==> src/common/spg_defs.vh <==
/*
 * Constants for the shared-pin GPIO configuration block: register
 * indices, byte addresses, reset values and bus response codes.
 * Assumes a 32-bit AXI4-Lite register bus with one register per word.
 */
// Functional notes
// - Connection bit 1 attaches pin to its analog pad; 0 leaves it detached.
// - Bits 0..6 feed analog inputs three..nine; bit 7 feeds the common input.
// - Connection register sits at index 0x12 and resets to zero.
// - Direction bit 0 makes the pin an output; 1 makes it an input.
// - Direction register sits at index 0x13 and resets to zero (all outputs).
// - Direction bit n governs pin n alone.
// - Data register at index 0x14; bit 0 means low, 1 means high.
// - Writing data of an input pin updates only the register.
`ifndef SPG_DEFS_VH
`define SPG_DEFS_VH

// Register indices; byte address is four times the index
`define SPG_IDX_PAD_LINK   8'h12
`define SPG_IDX_DIRECTION  8'h13
`define SPG_IDX_PIN_VALUE  8'h14
`define SPG_ADDR_PAD_LINK  8'h48
`define SPG_ADDR_DIRECTION 8'h4C
`define SPG_ADDR_PIN_VALUE 8'h50

// Reset values
`define SPG_RST_PAD_LINK   8'h00
`define SPG_RST_DIRECTION  8'h00
`define SPG_RST_PIN_VALUE  8'h00

// Decoded register selects
`define SPG_SEL_NONE       2'h0
`define SPG_SEL_PAD_LINK   2'h1
`define SPG_SEL_DIRECTION  2'h2
`define SPG_SEL_PIN_VALUE  2'h3

// AXI responses
`define SPG_RESP_OKAY      2'h0
`define SPG_RESP_SLVERR    2'h2

`endif

==> src/core/spg_pin_sync.v <==
/*
 * Three-stage synchroniser for a group of pad inputs with a
 * stability filter: a new level is accepted once stages two and
 * three agree. Assumes the inputs are asynchronous to CLOCK.
 */
`timescale 1ns/10ps

module spg_pin_sync #(
    parameter WIDTH = 8
) (
    // Clock, reset, enable
    input  wire             clk,
    input  wire             srst,
    input  wire             ce,
    // Data
    input  wire [WIDTH-1:0] async_in,
    output wire [WIDTH-1:0] sync_out
);

    reg [WIDTH-1:0] stage1_reg;
    reg [WIDTH-1:0] stage2_reg;
    reg [WIDTH-1:0] stage3_reg;
    reg [WIDTH-1:0] stable_reg;

    genvar i;
    generate
        for (i = 0; i < WIDTH; i = i + 1) begin : g_bit
            always @(posedge clk) begin
                if (srst) begin
                    stage1_reg[i] <= 1'b0;
                    stage2_reg[i] <= 1'b0;
                    stage3_reg[i] <= 1'b0;
                    stable_reg[i] <= 1'b0;
                end else if (ce) begin
                    stage1_reg[i] <= async_in[i];
                    stage2_reg[i] <= stage1_reg[i];
                    stage3_reg[i] <= stage2_reg[i];
                    // Stage one is never looked at here: metastability hazard
                    if (stage2_reg[i] == stage3_reg[i]) begin
                        stable_reg[i] <= stage3_reg[i];
                    end
                end
            end
        end
    endgenerate

    assign sync_out = stable_reg;

endmodule // spg_pin_sync

==> src/core/spg_gpio.v <==
/*
 * Shared-pin GPIO configuration: pad-link, direction and pin-value
 * registers behind an AXI4-Lite slave, plus the pad drive logic.
 * Assumes pads are resolved outside (input, output, active-low
 * enable per pin) and analog switches follow ANALOG_PAD_LINK.
 */
// Design decision made here: the AXI4-Lite slave port.
`timescale 1ns/10ps
`include "spg_defs.vh"

module spg_gpio #(
    parameter NPINS = 8
) (
    // Clock, reset, enable
    input  wire             CLOCK,
    input  wire             SRST,
    input  wire             CE,
    // AXI4-Lite write address
    input  wire             AWVALID,
    output wire             AWREADY,
    input  wire [7:0]       AWADDR,
    input  wire [2:0]       AWPROT,
    // AXI4-Lite write data
    input  wire             WVALID,
    output wire             WREADY,
    input  wire [31:0]      WDATA,
    input  wire [3:0]       WSTRB,
    // AXI4-Lite write response
    output wire             BVALID,
    input  wire             BREADY,
    output wire [1:0]       BRESP,
    // AXI4-Lite read address
    input  wire             ARVALID,
    output wire             ARREADY,
    input  wire [7:0]       ARADDR,
    input  wire [2:0]       ARPROT,
    // AXI4-Lite read data
    output wire             RVALID,
    input  wire             RREADY,
    output wire [31:0]      RDATA,
    output wire [1:0]       RRESP,
    // Pads
    input  wire [NPINS-1:0] PIN_IN,
    output wire [NPINS-1:0] PIN_OUT,
    output wire [NPINS-1:0] PIN_OE_N,
    // Analog switch controls: bits 0..6 to inputs three..nine, bit 7 to common
    output wire [NPINS-1:0] ANALOG_PAD_LINK
);

    // Byte address to register select; shared by both channels
    function [1:0] decode_sel;
        input [7:0] addr;
        begin
            case ({addr[7:2], 2'b00})
                `SPG_ADDR_PAD_LINK:  decode_sel = `SPG_SEL_PAD_LINK;
                `SPG_ADDR_DIRECTION: decode_sel = `SPG_SEL_DIRECTION;
                `SPG_ADDR_PIN_VALUE: decode_sel = `SPG_SEL_PIN_VALUE;
                default:             decode_sel = `SPG_SEL_NONE;
            endcase
        end
    endfunction

    // Configuration registers and registered pad drive
    reg  [NPINS-1:0] pad_link_reg;
    reg  [NPINS-1:0] pad_link_next;
    reg  [NPINS-1:0] pin_direction_reg;
    reg  [NPINS-1:0] pin_direction_next;
    reg  [NPINS-1:0] pin_value_reg;
    reg  [NPINS-1:0] pin_value_next;
    reg  [NPINS-1:0] pin_out_reg;
    reg  [NPINS-1:0] pin_oe_n_reg;
    reg  [NPINS-1:0] analog_link_reg;

    // Write channel state
    reg              aw_held_reg;
    reg  [1:0]       aw_sel_reg;
    reg              w_held_reg;
    reg  [7:0]       w_data_reg;
    reg              w_lane0_reg;
    reg              bvalid_reg;
    reg  [1:0]       bresp_reg;

    // Read channel state
    reg              rvalid_reg;
    reg  [31:0]      rdata_reg;
    reg  [1:0]       rresp_reg;

    wire [NPINS-1:0] pin_sync;
    wire             aw_take;
    wire             w_take;
    wire             ar_take;
    wire             do_write;
    wire [1:0]       ar_sel;
    wire [NPINS-1:0] value_read;

    spg_pin_sync #(
        .WIDTH    (NPINS)
    ) u_pin_sync (
        .clk      (CLOCK),
        .srst     (SRST),
        .ce       (CE),
        .async_in (PIN_IN),
        .sync_out (pin_sync)
    );

    // Each address/data side is taken once and held until the response
    assign AWREADY  = CE & ~aw_held_reg & ~bvalid_reg;
    assign WREADY   = CE & ~w_held_reg & ~bvalid_reg;
    assign ARREADY  = CE & ~rvalid_reg;
    assign aw_take  = AWVALID & AWREADY;
    assign w_take   = WVALID & WREADY;
    assign ar_take  = ARVALID & ARREADY;
    assign do_write = CE & aw_held_reg & w_held_reg & ~bvalid_reg;
    assign ar_sel   = decode_sel(ARADDR);

    // Linked input pins read the pad; output pins and unlinked pins read zero
    assign value_read = pin_direction_reg & pad_link_reg & pin_sync;

    always @* begin
        pad_link_next      = pad_link_reg;
        pin_direction_next = pin_direction_reg;
        pin_value_next     = pin_value_reg;
        // Lane 0 carries all eight bits; other lanes are ignored
        if (do_write && w_lane0_reg) begin
            case (aw_sel_reg)
                `SPG_SEL_PAD_LINK:  pad_link_next = w_data_reg;
                `SPG_SEL_DIRECTION: pin_direction_next = w_data_reg;
                `SPG_SEL_PIN_VALUE: pin_value_next = w_data_reg;
                default:            pad_link_next = pad_link_reg;
            endcase
        end
    end

    always @(posedge CLOCK) begin
        if (SRST) begin
            pad_link_reg      <= `SPG_RST_PAD_LINK;
            pin_direction_reg <= `SPG_RST_DIRECTION;
            pin_value_reg     <= `SPG_RST_PIN_VALUE;
        end else if (CE) begin
            pad_link_reg      <= pad_link_next;
            pin_direction_reg <= pin_direction_next;
            pin_value_reg     <= pin_value_next;
        end
    end

    // Pad drive, one independent slice per pin
    genvar i;
    generate
        for (i = 0; i < NPINS; i = i + 1) begin : g_pad
            always @(posedge CLOCK) begin
                if (SRST) begin
                    pin_out_reg[i]     <= 1'b0;
                    pin_oe_n_reg[i]    <= 1'b1;
                    analog_link_reg[i] <= 1'b0;
                end else if (CE) begin
                    analog_link_reg[i] <= pad_link_reg[i];
                    // Input pins never see the stored value on the pad
                    pin_out_reg[i]     <= pin_value_reg[i];
                    pin_oe_n_reg[i]    <= ~(pad_link_reg[i]
                                            & ~pin_direction_reg[i]);
                end
            end
        end
    endgenerate

    assign PIN_OUT         = pin_out_reg;
    assign PIN_OE_N        = pin_oe_n_reg;
    assign ANALOG_PAD_LINK = analog_link_reg;

    // Write channel
    always @(posedge CLOCK) begin
        if (SRST) begin
            aw_held_reg <= 1'b0;
            aw_sel_reg  <= `SPG_SEL_NONE;
            w_held_reg  <= 1'b0;
            w_data_reg  <= 8'h00;
            w_lane0_reg <= 1'b0;
            bvalid_reg  <= 1'b0;
            bresp_reg   <= `SPG_RESP_OKAY;
        end else if (CE) begin
            if (aw_take) begin
                aw_held_reg <= 1'b1;
                aw_sel_reg  <= decode_sel(AWADDR);
            end
            if (w_take) begin
                w_held_reg  <= 1'b1;
                w_data_reg  <= WDATA[7:0];
                w_lane0_reg <= WSTRB[0];
            end
            if (do_write) begin
                aw_held_reg <= 1'b0;
                w_held_reg  <= 1'b0;
                bvalid_reg  <= 1'b1;
                bresp_reg   <= (aw_sel_reg == `SPG_SEL_NONE) ?
                               `SPG_RESP_SLVERR : `SPG_RESP_OKAY;
            end else if (bvalid_reg && BREADY) begin
                bvalid_reg  <= 1'b0;
            end
        end
    end

    assign BVALID = bvalid_reg;
    assign BRESP  = bresp_reg;

    // Read channel
    always @(posedge CLOCK) begin
        if (SRST) begin
            rvalid_reg <= 1'b0;
            rdata_reg  <= 32'h00000000;
            rresp_reg  <= `SPG_RESP_OKAY;
        end else if (CE) begin
            if (ar_take) begin
                rvalid_reg <= 1'b1;
                rresp_reg  <= `SPG_RESP_OKAY;
                case (ar_sel)
                    `SPG_SEL_PAD_LINK:  rdata_reg <= {24'h000000, pad_link_reg};
                    `SPG_SEL_DIRECTION: rdata_reg <= {24'h000000, pin_direction_reg};
                    `SPG_SEL_PIN_VALUE: rdata_reg <= {24'h000000, value_read};
                    default: begin
                        rdata_reg <= 32'h00000000;
                        rresp_reg <= `SPG_RESP_SLVERR;
                    end
                endcase
            end else if (rvalid_reg && RREADY) begin
                rvalid_reg <= 1'b0;
            end
        end
    end

    assign RVALID = rvalid_reg;
    assign RDATA  = rdata_reg;
    assign RRESP  = rresp_reg;

endmodule // spg_gpio

==> config.mk <==
export PLATFORM = sky130hd
export DESIGN_NAME = spg_gpio
export DESIGN_NICKNAME = d
export VERILOG_FILES = /design/src/core/spg_pin_sync.v /design/src/core/spg_gpio.v
export VERILOG_INCLUDE_DIRS = /design/src /design/src/common
export SDC_FILE = /design/constraint.sdc
export NUM_CORES = 1
export LEC_CHECK = 0
export BUFFER_PORTS_ARGS = -buffer_cell sky130_fd_sc_hd__buf_2
export CAP_MARGIN = 20
export CORE_UTILIZATION = 55
export CTS_CLUSTER_DIAMETER = 30
export CTS_CLUSTER_SIZE = 30
export DETAILED_ROUTE_END_ITERATION = 12
export PLACE_DENSITY = 0.9
export SLEW_MARGIN = 30
export SYNTH_ARGS = -nofsm -noshare
export SYNTH_HDL_FRONTEND = slang
export SYNTH_SLANG_ARGS = --single-unit
export TNS_END_PERCENT = 5
==> constraint.sdc <==
create_clock -name CLOCK -period 2.3 [get_ports CLOCK]
set_input_delay 0.115 -clock CLOCK [delete_from_list [all_inputs] [get_ports CLOCK]]
set_output_delay 0.115 -clock CLOCK [all_outputs]
set_load 0.01 [all_outputs]
Word level (Yosys, flattened, before mapping)
Cells that the tools add are included.
- flip-flop bits (word level): 131
- input port bits: 74
- word-level logic and storage cells: 171
- eq/ne operators: 20
- mux-type cells: 13
- bitwise operators: 41
- reductions and logical operators: 28
- operators by type and width (cell ; count):
    6-bit by 5-bit == test with 1-bit output (second input constant) ; 6
    2-bit AND reduction ; 16
    8-bit case mux with 3 select lines ; 1
    1-bit NOT ; 20
    1-bit AND ; 19
    8-bit AND ; 2
    2-bit case mux with 3 select lines ; 2
    3-bit AND reduction ; 3
    1-bit == test ; 8
    2-bit == test (second input constant) ; 4
    1-bit 2-to-1 mux ; 8
    2-bit nonzero test ; 4
    2-bit by 1-bit == test with 1-bit output (second input constant) ; 2
    2-bit 2-to-1 mux ; 2
    1-bit logical AND ; 3
    3-bit OR reduction ; 1
    2-bit zero test ; 1

Longest topological paths before layout
- depth after elaboration: 6
- depth in mapped cells: 5
- depth with buffers taken out: 3

Modules after synthesis
Synthesis repeated with hierarchy kept, for this count alone.
- cells, all modules: 466
- area total of the unflattened synthesis: 4500.6 um^2
- modules (own cells, without submodules) (module ; times used ; cells an instance ; area an instance (um^2)):
    spg_gpio ; 1 ; 337 ; 3096.7
    spg_pin_sync ; 1 ; 129 ; 1403.8

Least setup slack after synthesis
OpenSTA, ideal clock, no wires.
- path type: register to register
- from: register bvalid_reg (netlist: BVALID)
- to: register bvalid_reg (netlist: BVALID)
- setup time: 128 ps
- data arrival time: 1093 ps
- required time: 2172 ps
- setup slack: 1080 ps
- cell stages (with the launch flop): 6
- buffers on the path: 2
- path through: dfxtp_1 -> and4b_1 -> buf_4 -> buf_2 -> a21oi_1 -> nor2_1
- word-level cells in the longest chain between the ends: 4
- RTL lines (item ; line ; RTL):
    start: declaration ; spg_gpio.v:80 ; reg bvalid_reg;
    start signal: assignment ; spg_gpio.v:178 ; bvalid_reg <= 1'b0;
    start signal: assignment ; spg_gpio.v:193 ; bvalid_reg <= 1'b1;
    start signal: assignment ; spg_gpio.v:197 ; bvalid_reg <= 1'b0;
    1-bit NOT ; spg_gpio.v:113 ; assign do_write = CE & aw_held_reg & w_held_reg & ~bvalid_reg;
    1-bit AND ; spg_gpio.v:113 ;
    2-bit nonzero test (no line) ; -- ;
    2-bit AND reduction (no line) ; -- ;
Parallel ways exist; a longest one is shown, timed or not.
A chain may end at the register's enable or synchronous reset.

Worst setup path in the final report
- from: register bvalid_reg (netlist: BVALID)
- to: register pin_direction_reg[6]
- word-level cells in the longest chain between the ends: 4
- RTL lines (item ; line ; RTL):
    1-bit NOT ; spg_gpio.v:113 ;
    1-bit AND ; spg_gpio.v:113 ;
    1-bit logical AND ; spg_gpio.v:124 ; if (do_write && w_lane0_reg) begin
    3-bit AND reduction (no line) ; -- ;
    end signal: assignment ; spg_gpio.v:137 ; pin_direction_reg <= `SPG_RST_DIRECTION;
    end signal: assignment ; spg_gpio.v:141 ; pin_direction_reg <= pin_direction_next;
    end: declaration ; spg_gpio.v:66 ; reg [NPINS-1:0] pin_direction_reg;
Every way passes these cells.

==> impl_metrics.toml <==
[final_layout]
final_cell_mix = "dfxtp_1 (105), buf_2 (75), a21oi_1 (52)"
stdcell_area_um2 = 5000
layout_commonest_cell = "dfxtp_1"
antenna_cells = 0
layout.nets = 635
area_growth_pct = 14.7
fin_util_pct = 65.0
stdcell_count = 668
drive_gt1_share_pct = 18.0

[pwr]
pwr-share-seq_pct = 57.2
power.switching_mw = 0.792
total_power_mw = 3.27
p_leak_nw = 2.08
p_comb_share_pct = 7.5
ir_worst_vdd_mv = 0.424
p_int_mw = 2.48
power_density_nw_per_um2 = 655
switching_share_pct = 24.2
p_clk_share_pct = 35.3

[setup_path]
critPathMaxFanout = 17
cp.arrival_ns = 1.80
critical_path.max_stage_delay_ns = 0.43
crit_chain = "nand4b_1, buf_4, o21ai_0, a21oi_1"
endpoint_kind = "flop"
start_kind = "flop"
slowest_stage = "nand4b_1"
r2r_cells = 4
required_ns = 2.52
crit_type = "reg2reg"
r2r_slack_ns = 0.72

[global_routing]
grtUsageMet3_pct = 5.70
grt_pass1_vias = 3539
met2_usage_pct = 42.8
antenna_found_initial = 0
grt_usage_pct = 25.2
use_met1_pct = 30.8
grt_pass1_wl_um = 16600
grt-busiest-layer = "met2"
grt_max_degree = 84
grt_overflow = 0

[synthesis]
yosysWarnings = 0
synth_area_um2 = 4360
synth_top_cell_by_area = "dfxtp_1"
ys_seq_area_share_pct = 48.3
ys_top_cells_by_area = "dfxtp_1 (48%), mux2i_1 (7.6%), a21oi_1 (6.0%)"
synth_edf_count = 0
yosys.cell_types.count = 41
async_flop_share_pct = 0
synth_top_area_share_pct = 48.3
netlist_instances = 490
synth_seq_cells = 105
yosys_most_used_dff = "dfxtp_1"
syn_area_per_cell_um2 = 8.89

[cts]
clock_latency_ns = 0.37
cts.clk_slew.worst_paths_ns = 0.09
cts_resized = 0
cts_tree = "built"
clk_path_buf_depth = 2
ctsHtreeMaxLevel = 3
clock-root-buffer = "clkbuf_8"
cts_buffers = 9
cts.sinks = 105

[sta]
hold_viol = 0
min_period_ns = 1.58
slew_violations = 0
slew_headroom_pct = 47.2
finalSetupViolCount = 0
fin_crit_sh_pct = 68.7
worstMarginPinSlew_ns = 0.792
fin_setup_tns_ns = 0
finClkSkew_ns = 0.0146
rsz0062_at_grt = "no"
max_freq_mhz = 633

[route]
finalWirelength_um = 10100
vias = 3748
drtIter0Drc = 346
drtPass1Iterations = 5
routed_via_density = 5.61
drc = 0
wire_per_inst_um = 15.1
route.antenna.remaining_nets = 0

[die]
core_area_um2 = 7690
fp.dieW_um = 91.0
num_rows = 32
ios = 139
start_util_pct = 56.7
die-area_um2 = 8280
dieHeight_um = 91.0

[worst_hold_path]
hold_class = "in2reg"
worst_hold_path.num_cells = 3

[flow_run]
maxCapViolations = 0

[placement]
place_area_um2 = 4660
dpl.hpwl_um = 6850
dp.cells = 639
gp_congestion = 0.878
io_buffers = 75

[status]
status = "finished clean"
==> worst max-delay path: cells and delay by family (launching register included) <==
family | cells | cell delay (ns)
buf+inv | 1 | 0.33
simple gates | 1 | 0.43
flops | 1 | 0.39
compound gates | 2 | 0.29
==> metal layers <==
| metal | wire length (um) | part of all wire [%] |
|---|---|---|
| met1 | 4100 | 41 |
| met2 | 5050 | 50 |
| met3 | 778 | 7.7 |
| met4 | 178 | 1.8 |
| met5 | 0 | 0 |
==> power by group through the flow <==
stage,registers [mW],clock network (mW),logic (mW)
2_1_floorplan,1.91,0,0.191
3_3_place_gp,1.91,0,0.217
3_5_place_dp,1.91,0,0.225
4_1_cts,1.87,1.17,0.243
5_1_grt,1.88,1.27,0.270
6_report,1.87,1.15,0.246
==> metrics by stage <==
| stage | hold slack, ns | worst slack [ns] |
|---|---|---|
| final | 0.0196 | 0.719 |
| after global routing | 0.0120 | 0.572 |
| after global placement | 0.339 | 0.711 |
| after CTS | 0.00669 | 0.735 |
| after detailed placement | 0.348 | 0.604 |
| after floorplan | 0.214 | 1.08 |
==> cells in the mapped netlist, types with 2 or more instances <==
master / count
dfxtp_1: 105
a21oi_1: 52
nand2_1: 48
nor2_1: 43
nand3_1: 35
o21ai_0: 35
mux2i_1: 33
buf_4: 28
clkbuf_1: 17
o211ai_1: 16
buf_2: 12
and4b_1: 9
nand4_1: 8
a21o_1: 7
o22ai_1: 6
nand3b_1: 5
and3b_1: 4
inv_1: 2
nand4bb_1: 2
nor4bb_1: 2
==> final cells by class <==
type,instances,area [um^2]
inverter,3,11.3
tap,102,128
clock inverter,5,62.6
fill,634,2690
clock buffer,11,141
multi-input combinational,347,1980
timing repair buffer,95,571
sequential,105,2100
==> logic make-up after synthesis <==
logic type	share of synthesized area, %
AND/OR/NAND/NOR	19.7
AO/OA/AOI/OAI	15.8
flip-flops	48.3
buffers and inverters	8.39
multiplexers	7.58
XOR/XNOR	0.201
other	0.0861
==> final timing paths <==
kind	from	to
max	BVALID	pin_direction_reg[6]
min	WDATA[6]	w_data_reg[6]
max reg2reg	BVALID	pin_direction_reg[6]
min reg2reg	BRESP[1]	BRESP[1]
==> timing repair <==
item                                    in CTS  in global routing
buffers inserted                             0                  0
endpoints found under the setup margin       0                  0
hold endpoints to repair                    13                  0
hold buffers                                13                  0
Power figures use the tool's default switching activity.
